### src/rtl/fsps_defines.vh
// fsps_defines.vh: constants for the flash self-programming sequencer
// assumes inclusion by bare name from rtl/ design files
`ifndef FSPS_DEFINES_VH
`define FSPS_DEFINES_VH
// control/status register bit positions
`define FSPS_BIT_EN       0
`define FSPS_BIT_ERASE    1
`define FSPS_BIT_WRITE    2
`define FSPS_BIT_LOCK     3
`define FSPS_BIT_CLR      4
`define FSPS_BIT_BUSY     6
`define FSPS_BIT_IE       7
// command patterns on bits 5..0 (bit 7 is don't care, bit 6 reads only)
`define FSPS_CMD_MASK     6'h3f
`define FSPS_CMD_LOAD     6'h01
`define FSPS_CMD_ERASE    6'h03
`define FSPS_CMD_WRITE    6'h05
`define FSPS_CMD_LOCK     6'h09
`define FSPS_CMD_CLR      6'h11
// timed window between register write and store instruction, cycles
`define FSPS_WINDOW       3'h4
// page geometry: 64 words per page
`define FSPS_WORD_W       6
`define FSPS_WORD_LSB     1
`define FSPS_WORD_MSB     6
`define FSPS_PAGE_LSB     7
`define FSPS_PAGE_MSB     15
`define FSPS_PAGE_W       9
`define FSPS_WORDS        64
// addresses
`define FSPS_APP_RESET    16'h0000
`define FSPS_BOOT_RESET   16'h7000
`define FSPS_HALT_PAGE    9'h0e0
// lock field, six programmable bits
`define FSPS_LOCK_W       6
`define FSPS_LOCK_ERASED  6'h3f
// programming time per operation, microseconds, and cycle count at 10 MHz
`define FSPS_PROG_US      3700
`define FSPS_CLK_MHZ      10
`define FSPS_PROG_CYC     (`FSPS_PROG_US * `FSPS_CLK_MHZ)
`define FSPS_CNT_W        16
`endif

### src/rtl/fsps_page_buffer.v
// fsps_page_buffer.v: temporary page buffer with per-word written flags
// assumes writes and clears come from the sequencer on the same clock
`timescale 1ns/100ps
`include "fsps_defines.vh"
module fsps_page_buffer (
  // clock and reset
  input  wire                    ref_clk_i,
  input  wire                    reset_i,
  // write side
  input  wire                    wr_i,
  input  wire [`FSPS_WORD_W-1:0] wr_addr_i,
  input  wire [15:0]             wr_data_i,
  input  wire                    clear_i,
  // read side
  input  wire [`FSPS_WORD_W-1:0] rd_addr_i,
  output wire [15:0]             rd_data_o,
  output wire                    rd_valid_o
);
  reg [15:0]              mem [0:`FSPS_WORDS-1];
  reg [`FSPS_WORDS-1:0]   valid_q;
  genvar gi;
  // per-entry valid flag; clear drops the whole buffer at once, data is kept stale
  generate
    for (gi = 0; gi < `FSPS_WORDS; gi = gi + 1) begin : g_ent
      always @(posedge ref_clk_i) begin
        if (reset_i || clear_i) begin
          valid_q[gi] <= 1'b0;
        end else if (wr_i && wr_addr_i == gi) begin
          valid_q[gi] <= 1'b1;
        end
      end
    end
  endgenerate
  // data array, no reset needed since valid flags gate it
  always @(posedge ref_clk_i) begin
    if (wr_i) begin
      mem[wr_addr_i] <= wr_data_i;
    end
  end
  // unwritten words read as erased flash
  assign rd_data_o  = valid_q[rd_addr_i] ? mem[rd_addr_i] : 16'hffff;
  assign rd_valid_o = valid_q[rd_addr_i];
endmodule // fsps_page_buffer

### src/rtl/fsps_sequencer.v
// fsps_sequencer.v: flash self-programming sequencer top
// assumes cpu strobes are single cycle on ref_clk_i; fuse and eeprom busy are pins
// Behaviour
// - reset vector is 0x0000 with boot fuse high, boot address when low
// - fuse value is input only; cpu has no path to change it
// - 16-bit pointer: low bits word within page, high bits page
// - pointer is latched when an operation starts
// - lock setting ignores the pointer entirely
// - load instructions address flash by byte, bit 0 selects byte
// - erase pattern X0000011 plus store within four cycles, page field only
// - halting-section erase or write stops the cpu
// - pattern 00000001 plus store loads data pair at word field
// - page buffer clears after write, on busy-clear request, on reset
// - eeprom write during loading discards buffer contents
// - write pattern X0000101 plus store, page field used, data ignored
// - interrupt held while enabled and enable bit is clear
// - concurrent section reads blocked and busy flag set while busy
// - busy flag stays set until busy-clear request is written
// - lock pattern X0001001 plus store, values in low data register
// - each zero in data bits 5..0 programs the lock bit
// - lock programming leaves whole flash readable
// - buffer loads accepted in any order, before or after erase
// - enable and lock-set bits auto-clear when no store follows
// - lock bits only cleared by chip erase; code also restores them on reset_i
`timescale 1ns/100ps
`include "fsps_defines.vh"
module fsps_sequencer #(
  parameter PROG_CYCLES = `FSPS_PROG_CYC
) (
  // clock and reset
  input  wire        ref_clk_i,
  input  wire        reset_i,
  // fuse and chip erase pins
  input  wire        boot_vector_fuse_i,
  input  wire        chip_erase_i,
  // cpu control register write and store instruction
  input  wire        ctrl_wr_i,
  input  wire [7:0]  ctrl_wdata_i,
  input  wire        store_i,
  input  wire        load_i,
  input  wire [15:0] pointer_i,
  input  wire [15:0] data_pair_i,
  // eeprom activity
  input  wire        eeprom_wr_i,
  // cpu side status
  output reg  [7:0]  ctrl_status_o,
  output reg         irq_o,
  output reg         cpu_halt_o,
  output reg         read_block_o,
  output reg  [15:0] reset_vector_o,
  output reg  [15:0] load_byte_addr_o,
  output reg         load_byte_sel_o,
  output reg  [7:0]  load_data_o,
  // flash array side
  output reg         flash_erase_o,
  output reg         flash_write_o,
  output reg  [`FSPS_PAGE_W-1:0] flash_page_o,
  output reg  [`FSPS_LOCK_W-1:0] lock_bits_o
);
  localparam ST_IDLE  = 2'd0;
  localparam ST_ARMED = 2'd1;
  localparam ST_PROG  = 2'd2;
  localparam OP_ERASE = 2'd0;
  localparam OP_WRITE = 2'd1;
  localparam OP_LOCK  = 2'd2;

  // pin synchronisers for external levels
  reg [1:0] fuse_sync_q;
  reg [1:0] cerase_sync_q;
  reg [1:0] eewr_sync_q;
  always @(posedge ref_clk_i) begin
    if (reset_i) begin
      fuse_sync_q   <= 2'b11;
      cerase_sync_q <= 2'b00;
      eewr_sync_q   <= 2'b00;
    end else begin
      fuse_sync_q   <= {fuse_sync_q[0], boot_vector_fuse_i};
      cerase_sync_q <= {cerase_sync_q[0], chip_erase_i};
      eewr_sync_q   <= {eewr_sync_q[0], eeprom_wr_i};
    end
  end
  wire fuse_s   = fuse_sync_q[1];
  wire cerase_s = cerase_sync_q[1];
  wire eewr_s   = eewr_sync_q[1];

  // control state
  reg [1:0]              state_q, state_d;
  reg [5:0]              cmd_q, cmd_d;
  reg                    ie_q, ie_d;
  reg                    busy_q, busy_d;
  reg [2:0]              win_q, win_d;
  reg [`FSPS_CNT_W-1:0]  cnt_q, cnt_d;
  reg [1:0]              op_q, op_d;
  reg [`FSPS_PAGE_W-1:0] page_q, page_d;
  reg                    halt_d;
  reg [`FSPS_LOCK_W-1:0] lock_q, lock_d;
  reg                    loading_q, loading_d;
  reg                    buf_wr;
  reg                    buf_clr;

  wire [`FSPS_WORD_W-1:0] word_f = pointer_i[`FSPS_WORD_MSB:`FSPS_WORD_LSB];
  wire [`FSPS_PAGE_W-1:0] page_f = pointer_i[`FSPS_PAGE_MSB:`FSPS_PAGE_LSB];
  wire en_bit = (state_q != ST_IDLE);

  // page buffer holds the loaded words until a page write, busy clear, eeprom write or reset empties it
  wire [15:0] buf_rd_data;
  fsps_page_buffer u_buf (
    .ref_clk_i  (ref_clk_i),
    .reset_i    (reset_i),
    .wr_i       (buf_wr),
    .wr_addr_i  (word_f),
    .wr_data_i  (data_pair_i),
    .clear_i    (buf_clr),
    .rd_addr_i  (word_f),
    .rd_data_o  (buf_rd_data),
    .rd_valid_o ()
  );

  // sequencer: arm on register write, fire on store within the window
  always @* begin
    state_d   = state_q;
    cmd_d     = cmd_q;
    ie_d      = ie_q;
    busy_d    = busy_q;
    win_d     = win_q;
    cnt_d     = cnt_q;
    op_d      = op_q;
    page_d    = page_q;
    lock_d    = lock_q;
    loading_d = loading_q;
    buf_wr    = 1'b0;
    buf_clr   = 1'b0;
    halt_d    = 1'b0;
    if (ctrl_wr_i) begin
      ie_d = ctrl_wdata_i[`FSPS_BIT_IE];
    end
    case (state_q)
      ST_IDLE: begin
        if (ctrl_wr_i && ctrl_wdata_i[`FSPS_BIT_EN]) begin
          state_d = ST_ARMED;
          cmd_d   = ctrl_wdata_i[5:0] & `FSPS_CMD_MASK;
          win_d   = `FSPS_WINDOW;
        end
      end
      ST_ARMED: begin
        if (store_i) begin
          state_d = ST_IDLE;
          case (cmd_q)
            `FSPS_CMD_LOAD: begin
              buf_wr    = 1'b1;
              loading_d = 1'b1;
            end
            `FSPS_CMD_ERASE: begin
              state_d = ST_PROG;
              op_d    = OP_ERASE;
              page_d  = page_f;
              cnt_d   = PROG_CYCLES[`FSPS_CNT_W-1:0];
              busy_d  = 1'b1;
            end
            `FSPS_CMD_WRITE: begin
              state_d = ST_PROG;
              op_d    = OP_WRITE;
              page_d  = page_f;
              cnt_d   = PROG_CYCLES[`FSPS_CNT_W-1:0];
              busy_d  = 1'b1;
            end
            `FSPS_CMD_LOCK: begin
              state_d = ST_PROG;
              op_d    = OP_LOCK;
              cnt_d   = PROG_CYCLES[`FSPS_CNT_W-1:0];
              lock_d  = lock_q & data_pair_i[`FSPS_LOCK_W-1:0];
            end
            `FSPS_CMD_CLR: begin
              busy_d    = 1'b0;
              buf_clr   = 1'b1;
              loading_d = 1'b0;
            end
            default: begin
            end
          endcase
        end else if (win_q == 3'h1) begin
          state_d = ST_IDLE;
        end else begin
          win_d = win_q - 3'h1;
        end
      end
      ST_PROG: begin
        // halting-section targets stop the cpu, lock programming never does
        halt_d = (op_q != OP_LOCK) && (page_q >= `FSPS_HALT_PAGE);
        if (cnt_q == {`FSPS_CNT_W{1'b0}}) begin
          state_d = ST_IDLE;
          if (op_q == OP_WRITE) begin
            buf_clr   = 1'b1;
            loading_d = 1'b0;
          end
        end else begin
          cnt_d = cnt_q - {{(`FSPS_CNT_W-1){1'b0}}, 1'b1};
        end
      end
      default: begin
        state_d = ST_IDLE;
      end
    endcase
    // an eeprom write while loading loses everything loaded so far
    if (eewr_s && loading_q && !buf_wr) begin
      buf_clr   = 1'b1;
      loading_d = 1'b0;
    end
    if (cerase_s) begin
      lock_d = `FSPS_LOCK_ERASED;
    end
  end

  // state registers; reset also empties the buffer inside u_buf
  always @(posedge ref_clk_i) begin
    if (reset_i) begin
      state_q   <= ST_IDLE;
      cmd_q     <= 6'h00;
      ie_q      <= 1'b0;
      busy_q    <= 1'b0;
      win_q     <= 3'h0;
      cnt_q     <= {`FSPS_CNT_W{1'b0}};
      op_q      <= OP_ERASE;
      page_q    <= {`FSPS_PAGE_W{1'b0}};
      lock_q    <= `FSPS_LOCK_ERASED;
      loading_q <= 1'b0;
    end else begin
      state_q   <= state_d;
      cmd_q     <= cmd_d;
      ie_q      <= ie_d;
      busy_q    <= busy_d;
      win_q     <= win_d;
      cnt_q     <= cnt_d;
      op_q      <= op_d;
      page_q    <= page_d;
      lock_q    <= lock_d;
      loading_q <= loading_d;
    end
  end

  // registered outputs; fuse is only observed, never written
  always @(posedge ref_clk_i) begin
    if (reset_i) begin
      ctrl_status_o    <= 8'h00;
      irq_o            <= 1'b0;
      cpu_halt_o       <= 1'b0;
      read_block_o     <= 1'b0;
      reset_vector_o   <= `FSPS_APP_RESET;
      load_byte_addr_o <= 16'h0000;
      load_byte_sel_o  <= 1'b0;
      load_data_o      <= 8'h00;
      flash_erase_o    <= 1'b0;
      flash_write_o    <= 1'b0;
      flash_page_o     <= {`FSPS_PAGE_W{1'b0}};
      lock_bits_o      <= `FSPS_LOCK_ERASED;
    end else begin
      ctrl_status_o    <= {ie_d, busy_d, 1'b0, (state_d == ST_IDLE) ? 5'h00 : cmd_d[4:0]};
      irq_o            <= ie_d && (state_d == ST_IDLE);
      cpu_halt_o       <= halt_d;
      read_block_o     <= busy_d;
      reset_vector_o   <= fuse_s ? `FSPS_APP_RESET : `FSPS_BOOT_RESET;
      if (load_i) begin
        load_byte_addr_o <= pointer_i;
        load_byte_sel_o  <= pointer_i[0];
        load_data_o      <= pointer_i[0] ? buf_rd_data[15:8] : buf_rd_data[7:0];
      end
      flash_erase_o    <= (state_q == ST_PROG) && (op_q == OP_ERASE);
      flash_write_o    <= (state_q == ST_PROG) && (op_q == OP_WRITE);
      flash_page_o     <= page_q;
      lock_bits_o      <= lock_q;
    end
  end
  // en_bit kept for clarity of status encoding
  wire unused_en = en_bit;
endmodule // fsps_sequencer

### config.mk
export PLATFORM = sky130hd
export DESIGN_NAME = fsps_sequencer
export DESIGN_NICKNAME = d
export VERILOG_FILES = /design/src/rtl/fsps_page_buffer.v /design/src/rtl/fsps_sequencer.v
export VERILOG_INCLUDE_DIRS = /design/src /design/src/rtl
export SDC_FILE = /design/constraint.sdc
export NUM_CORES = 1
export LEC_CHECK = 0
export ABC_CLOCK_PERIOD_IN_PS = 3380
export BUFFER_PORTS_ARGS = -buffer_cell sky130_fd_sc_hd__buf_2
export CORE_AREA = 5 5 361 221
export CTS_BUF_LIST = sky130_fd_sc_hd__clkbuf_16
export DETAILED_ROUTE_END_ITERATION = 6
export DIE_AREA = 0 0 366 226
export PLACE_DENSITY_LB_ADDON = 0.05
export SYNTH_ARGS = -nofsm -noshare
export SYNTH_HDL_FRONTEND = slang
export SYNTH_SLANG_ARGS = --single-unit
### constraint.sdc
create_clock -name ref_clk_i -period 3.38 [get_ports ref_clk_i]
set_clock_uncertainty 0.1 [all_clocks]
set_input_delay 0.169 -clock ref_clk_i [delete_from_list [all_inputs] [get_ports ref_clk_i]]
set_output_delay 0.169 -clock ref_clk_i [all_outputs]
set_load 0.01 [all_outputs]
==> results.cfg, run 1 <==
[clock_tree]
cts_root_buffer = clkbuf_16
path_clk_slew_ns = 0.07
numCtsBuffers = 102
cts_buffer_depth = 3
tritoncts = yes
post_cts_buffers = 0
clock-sinks = 1190
cts_resized = 0
clk_latency_ns = 0.69
ctsHoldBuffers = 40
h-tree-depth = 3

[routing]
drtAntennaViolNets = 0
drt-total-wl_um = 122000
dr.pass1.iters = 6
drt_iter0_markers = 3971
top_layer_used = met5
vias_per_cell = 6.60
route.met2.wl_um = 51100
num_vias = 25400
wl_met3_um = 16700
m1WireLength_um = 51500
wl_per_cell_um = 31.7
route.detailed.drc = 0

[placement]
placed_area_sq_mm = 0.0488
portBuffers = 101
place_congestion = 1.01
dp.final_hpwl_um = 77900
dp_slack_ns = 0.283

[synthesis]
yosysWarnings = 0
syn_avg_cell_area_sq_um = 18.8
synth_seq_cells = 1190
yosys_most_used_dff = edfxtp_1
netlist_instances = 2441
synth_top_family_by_area = multiplexers
netlist_area_sq_mm = 0.0459
synth_compound_area_share_pct = 4.65
yosysUniqueCellTypes = 77
synthSimpleGateAreaFrac_pct = 4.13
async_flop_share_pct = 0
yosys.area_share.adder_pct = 0.191
synth_top_cell_by_area = edfxtp_1
synth-edff-count = 1024
synth.yosys.seq_area_share_pct = 74.2
synth_mux_area_share_pct = 14.3
yosys.area.top_type_share_pct = 67.0
synthXorXnorAreaFrac_pct = 0.248
synthTopCellsByArea = edfxtp_1, mux4_2, dfxtp_1, mux2i_1, nor2_1

[final_layout]
multi_input_area_sq_mm = 0.0110
fillers = 4864
drive_above_1_share_pct = 26.6
syn_to_final_growth_pct = 14.3
regArea_sq_mm = 0.0341
final_common_cell = edfxtp_1
final_cell_mix = edfxtp_1, mux4_2, buf_4, dfxtp_1, nor2_1
fin_nets = 2805
fin_area_sq_mm = 0.0524

[critical_path]
worstPathRequired_ns = 3.64
cpMaxStageDelayCell = nor3b_1
crit_type = flip-flop to flip-flop
worstRegToRegCells = 7
r2r-end = u_buf.mem[56][6]
cp-end-kind = flip-flop
cp_cell_sequence = or3b_1 > nor3_2 > nand2_1 > nor3b_1 > nand2_1 > nor2_2 > buf_4
r2r-start = cmd_q[0]
worst_setup_path_start_kind = flip-flop
cp_max_fo = 17
path_common_cell = nand2_1
reg2reg_slack_ns = 0.29
cp_slowest_stage_delay_ns = 0.51
arrival_ns = 3.35

[power_and_ir_drop]
vdd_drop_max_mv = 0.517
powerDensity_mw_per_mm2 = 552
total_power_mw = 28.9
p_leak_nw = 17.5

[sta]
maxSlewHeadroom_pct = 17.8
slew_viol_final = 0
setup_viol = 0
fmax_ghz = 0.323
setup_tns_ns = 0
worst_slew_pin_slew_ns = 1.23
timing.hold.ws_ns = 0.0496
fin_crit_sh_pct = 91.5
hold_violations = 0
worst_slack_ns = 0.286
grt_setup_unrepaired = no
period_needed_ns = 3.09

[flow_run]
cap_violations = 0

[worst_hold_path]
hold_start = load_i
whs_path_depth = 3
min_path_type = input port to flip-flop
whs_endpoint = load_byte_addr_o[10]

[floorplanning]
die_y_um = 226
die_area_sq_mm = 0.0827
initial_core_util_pct = 60.1
die_w_um = 366
row_count = 79
io_pins = 117
core_sq_mm = 0.0764

[outcome]
status = finished clean

[grt]
gr-usage-all-layers_pct = 29.7
antenna_found_initial = 2
overflow = 0
grt_pass1_vias = 24400
grt_max_degree = 72
grt_pass1_wl_um = 175000
## logic make-up (layout without fill, tap and decap cells)
family | count (synthesis) | after routing
other | 1 | 15
buffers and inverters | 166 | 549
multiplexers | 360 | 360
AND/OR/NAND/NOR | 392 | 392
XOR/XNOR | 13 | 13
AO/OA/AOI/OAI | 312 | 312
flip-flops | 1190 | 1190
adder cells (fa/ha/maj) | 7 | 7
## state kept, by name, indices dropped and copies added (netlist names), 8 cells and up
register,count
u_buf.mem,1024
u_buf.valid_q,64
cnt_q,16
load_byte_addr_o,16
flash_page_o,9
page_q,9
load_data_o,8
## critical path, delay by kind of cell (launching register included)
family | cells | cell delay [ns]
and+or+nand+nor | 6 | 1.98
DFF | 1 | 0.35
buffers and inverters | 1 | 0.32
## layout make-up
cell class              instances  share of cell area [%]
diodes                          1                 0.00477
clock inverters                86                    1.09
multi-input cells            1098                    20.9
well taps                    1012                    2.41
inverters                      10                  0.0716
flip-flops and latches       1190                    65.0
clock buffers                 105                    5.01
repair buffers                348                    5.56
## per-stage QoR
step                std cells  util [%]
global placement         3618      63.9
detailed placement       3618      63.9
CTS                      3849      68.6
finish                   3850      68.6
floorplan                2454         -
global route             3849      68.6
## worst max-delay path by stage
stage          cells after the start               end         start
2_1_floorplan                      9  u_buf.mem[11][0]    state_q[1]
3_3_place_gp                      11    load_data_o[1]  pointer_i[1]
3_5_place_dp                      11    load_data_o[1]  pointer_i[1]
4_1_cts                            7   u_buf.mem[7][5]      cmd_q[0]
5_1_grt                            7   u_buf.mem[7][5]      cmd_q[5]
6_report                           7  u_buf.mem[56][6]      cmd_q[0]
## where the power goes
| part | switching [mW] | internal (mW) | leakage [nW] |
|---|---|---|---|
| combinational | 1.07 | 0.602 | 5.26 |
| sequential | 0.0256 | 16.0 | 10.5 |
| clock | 5.13 | 6.16 | 1.67 |
## cell usage after synthesis (all sizes together) (5+ instances only)
master   instances
edfxtp        1024
mux4           236
dfxtp          166
nor2           143
buf            109
mux2i          106
nand2           89
o21a            65
a21oi           61
clkbuf          47
o21ai           36
a22oi           35
o22ai           35
nor2b           33
nand3           26
a211oi          21
nor3            19
mux2            18
nand2b          16
or2             11
nand4           10
inv              9
xnor2            8
ha               7
nor4             7
o221ai           7
and2             6
nand3b           6
nor3b            6
a2111oi          5
a211o            5
a22o             5
a31oi            5
o31ai            5
or3              5
xor2             5
## layer usage
layer / track usage, % / vias to the layer above
met5: 0 / -
met4: 6.66 / 2
met3: 9.39 / 197
met2: 41.1 / 1647
met1: 46.9 / 13100
li1: - / 10400
No activity file was read; power rests on OpenSTA's default activity.
==> run 2, diff against run 1 <==
- CELL_PAD_IN_SITES_DETAIL_PLACEMENT: unset -> 0
- CELL_PAD_IN_SITES_GLOBAL_PLACEMENT: unset -> 1
- CORE_AREA: 5 5 361 221 -> 5 5 383 234
- DIE_AREA: 0 0 366 226 -> 0 0 388 239
==> results.cfg, run 2 (synthesis gave the netlist of run 1 again) <==
[outcome]
status = finished clean

[power_and_ir_drop]
p_seq_share_pct = 53.7
p_sw_mw = 6.43
vdd_drop_max_mv = 0.483
p_leak_nw = 17.8
powerDensity_mw_per_mm2 = 560
combPwrFrac_pct = 5.7
p_sw_share_pct = 21.6
internal_power_mw = 23.3
clockPowerShare_pct = 40.6

[sta]
period_needed_ns = 3.14
hold_violations = 0
fmax_ghz = 0.319
grt_setup_unrepaired = no
setup_tns_ns = 0
setup_viol = 0
slew_viol_final = 0
fin_crit_sh_pct = 92.8
maxSlewHeadroom_pct = 11.8
worst_slew_pin_slew_ns = 1.32

[critical_path]
crit_type = flip-flop to flip-flop
cpMaxStageDelayCell = o21ai_0
cp-end-kind = flip-flop
crit_start = cnt_q[2]
cp_cell_sequence = nor4_1 > nor4bb_2 > nand3_1 > o21ai_0 > a21oi_4 > buf_12 > o21a_1
worstPathRequired_ns = 3.86
arrival_ns = 3.62
reg2reg_slack_ns = 0.24
r2r-end = u_buf.valid_q[24]
cp_slowest_stage_delay_ns = 0.59
worst_setup_path_start_kind = flip-flop
cp_max_fo = 64
endpoint = u_buf.valid_q[24]
r2r-start = cnt_q[2]
worstRegToRegCells = 7

[grt]
grt_pass1_vias = 24600
grt_pass1_wl_um = 181000
gr-usage-all-layers_pct = 27.5
overflow = 0
antenna_found_initial = 4
grt_max_degree = 65

[routing]
num_vias = 25300
route.detailed.drc = 0
drt-total-wl_um = 128000
wl_per_cell_um = 31.6
vias_per_cell = 6.24
dr.pass1.iters = 5
drtAntennaViolNets = 0
drt_iter0_markers = 2883

[final_layout]
antenna_cells = 0
syn_to_final_growth_pct = 15.9
fin_nets = 2851
layout_top_registers = u_buf.mem x1024, u_buf.valid_q x64
final_common_cell = edfxtp_1
regArea_sq_mm = 0.0341
largest_reg_flops = 1024
fin_area_sq_mm = 0.0532
final_cell_mix = edfxtp_1, mux4_2, buf_4, dfxtp_1, clkbuf_16
fillers = 6169
fin_cells = 4046
fin_util_pct = 61.6
drive_above_1_share_pct = 28.8
multi_input_area_sq_mm = 0.0110
top_register = u_buf.mem

[placement]
place_congestion = 0.868
dp.final_hpwl_um = 83300
placed_area_sq_mm = 0.0493
portBuffers = 101
place_inst = 3809

[floorplanning]
core_sq_mm = 0.0863
row_count = 84
die_y_um = 239
io_pins = 117
die_w_um = 388
die_area_sq_mm = 0.0927
initial_core_util_pct = 53.2

[clock_tree]
h-tree-depth = 3
numCtsBuffers = 106
cts_root_buffer = clkbuf_16
clk_latency_ns = 0.70
tritoncts = yes
path_clk_slew_ns = 0.07
post_cts_buffers = 0
cts_buffer_depth = 3
clock-sinks = 1190

[flow_run]
cap_violations = 0

[worst_hold_path]
min_path_type = input port to flip-flop
-- run 2: layer usage --
metal / track usage (%) / part of all wire (%) / vias to the layer above
li1: - / - / 10500
met1: 43.1 / 45 / 13500
met2: 39.3 / 43 / 1139
met3: 8.15 / 11 / 146
met4: 4.75 / 1.7 / 2
met5: 0 / 0.0086 / -
-- run 2: power groups by stage --
stage,registers (mW),logic (mW),clock network [mW]
2_1_floorplan,16.3,0.823,0
3_3_place_gp,16.3,1.62,0
3_5_place_dp,16.3,1.65,0
4_1_cts,16.0,1.69,12.3
5_1_grt,16.0,1.79,12.9
6_report,16.0,1.70,12.1
-- run 2: layout make-up --
| class | count | area share (%) |
|---|---|---|
| Clock buffer | 111 | 5.22 |
| Inverter | 10 | 0.0706 |
| Tap cell | 1161 | 2.73 |
| Timing Repair Buffer | 390 | 6.00 |
| Clock inverter | 86 | 1.28 |
| Sequential cell | 1190 | 64.1 |
| Multi-Input combinational cell | 1098 | 20.6 |
-- run 2: repair_timing --
| item | 4_1_cts | 5_1_grt |
|---|---|---|
| resized for setup | 0 | 1 |
| hold buffers | 40 | 0 |
| hold endpoints to repair | 143 | 0 |
| setup endpoints to repair | 0 | 2 |
-- run 2: metrics by stage --
stage                     hold WS, ns  power (mW)  worst slack (ns)
final                          0.0246        29.8             0.242
after global routing           0.0122        30.7             0.176
after CTS                     0.00159        29.9             0.185
after detailed placement        0.259        18.0            0.0925
after global placement          0.254        17.9             0.130
after floorplan                 0.168        17.1             0.529
-- run 2: worst max-delay path: cells and delay by family (launching register included) --
| family | cells | cell delay (ns) |
|---|---|---|
| DFF | 1 | 0.36 |
| and+or+nand+nor | 3 | 1.41 |
| AOI/OAI and AO/OA | 3 | 0.88 |
| buffers and inverters | 1 | 0.22 |
-- run 2: how the worst min path moves through the flow --
stage / startpoint / to / slack [ns] / cells past startpoint
6_report: data_pair_i[11] / u_buf.mem[7][11] / 0.02 / 1
3_3_place_gp: boot_vector_fuse_i / fuse_sync_q[0] / 0.25 / 2
3_5_place_dp: boot_vector_fuse_i / fuse_sync_q[0] / 0.26 / 2
5_1_grt: data_pair_i[11] / u_buf.mem[7][11] / 0.01 / 1
2_1_floorplan: data_pair_i[0] / u_buf.mem[0][0] / 0.17 / 0
4_1_cts: data_pair_i[11] / u_buf.mem[58][11] / 0.002 / 1
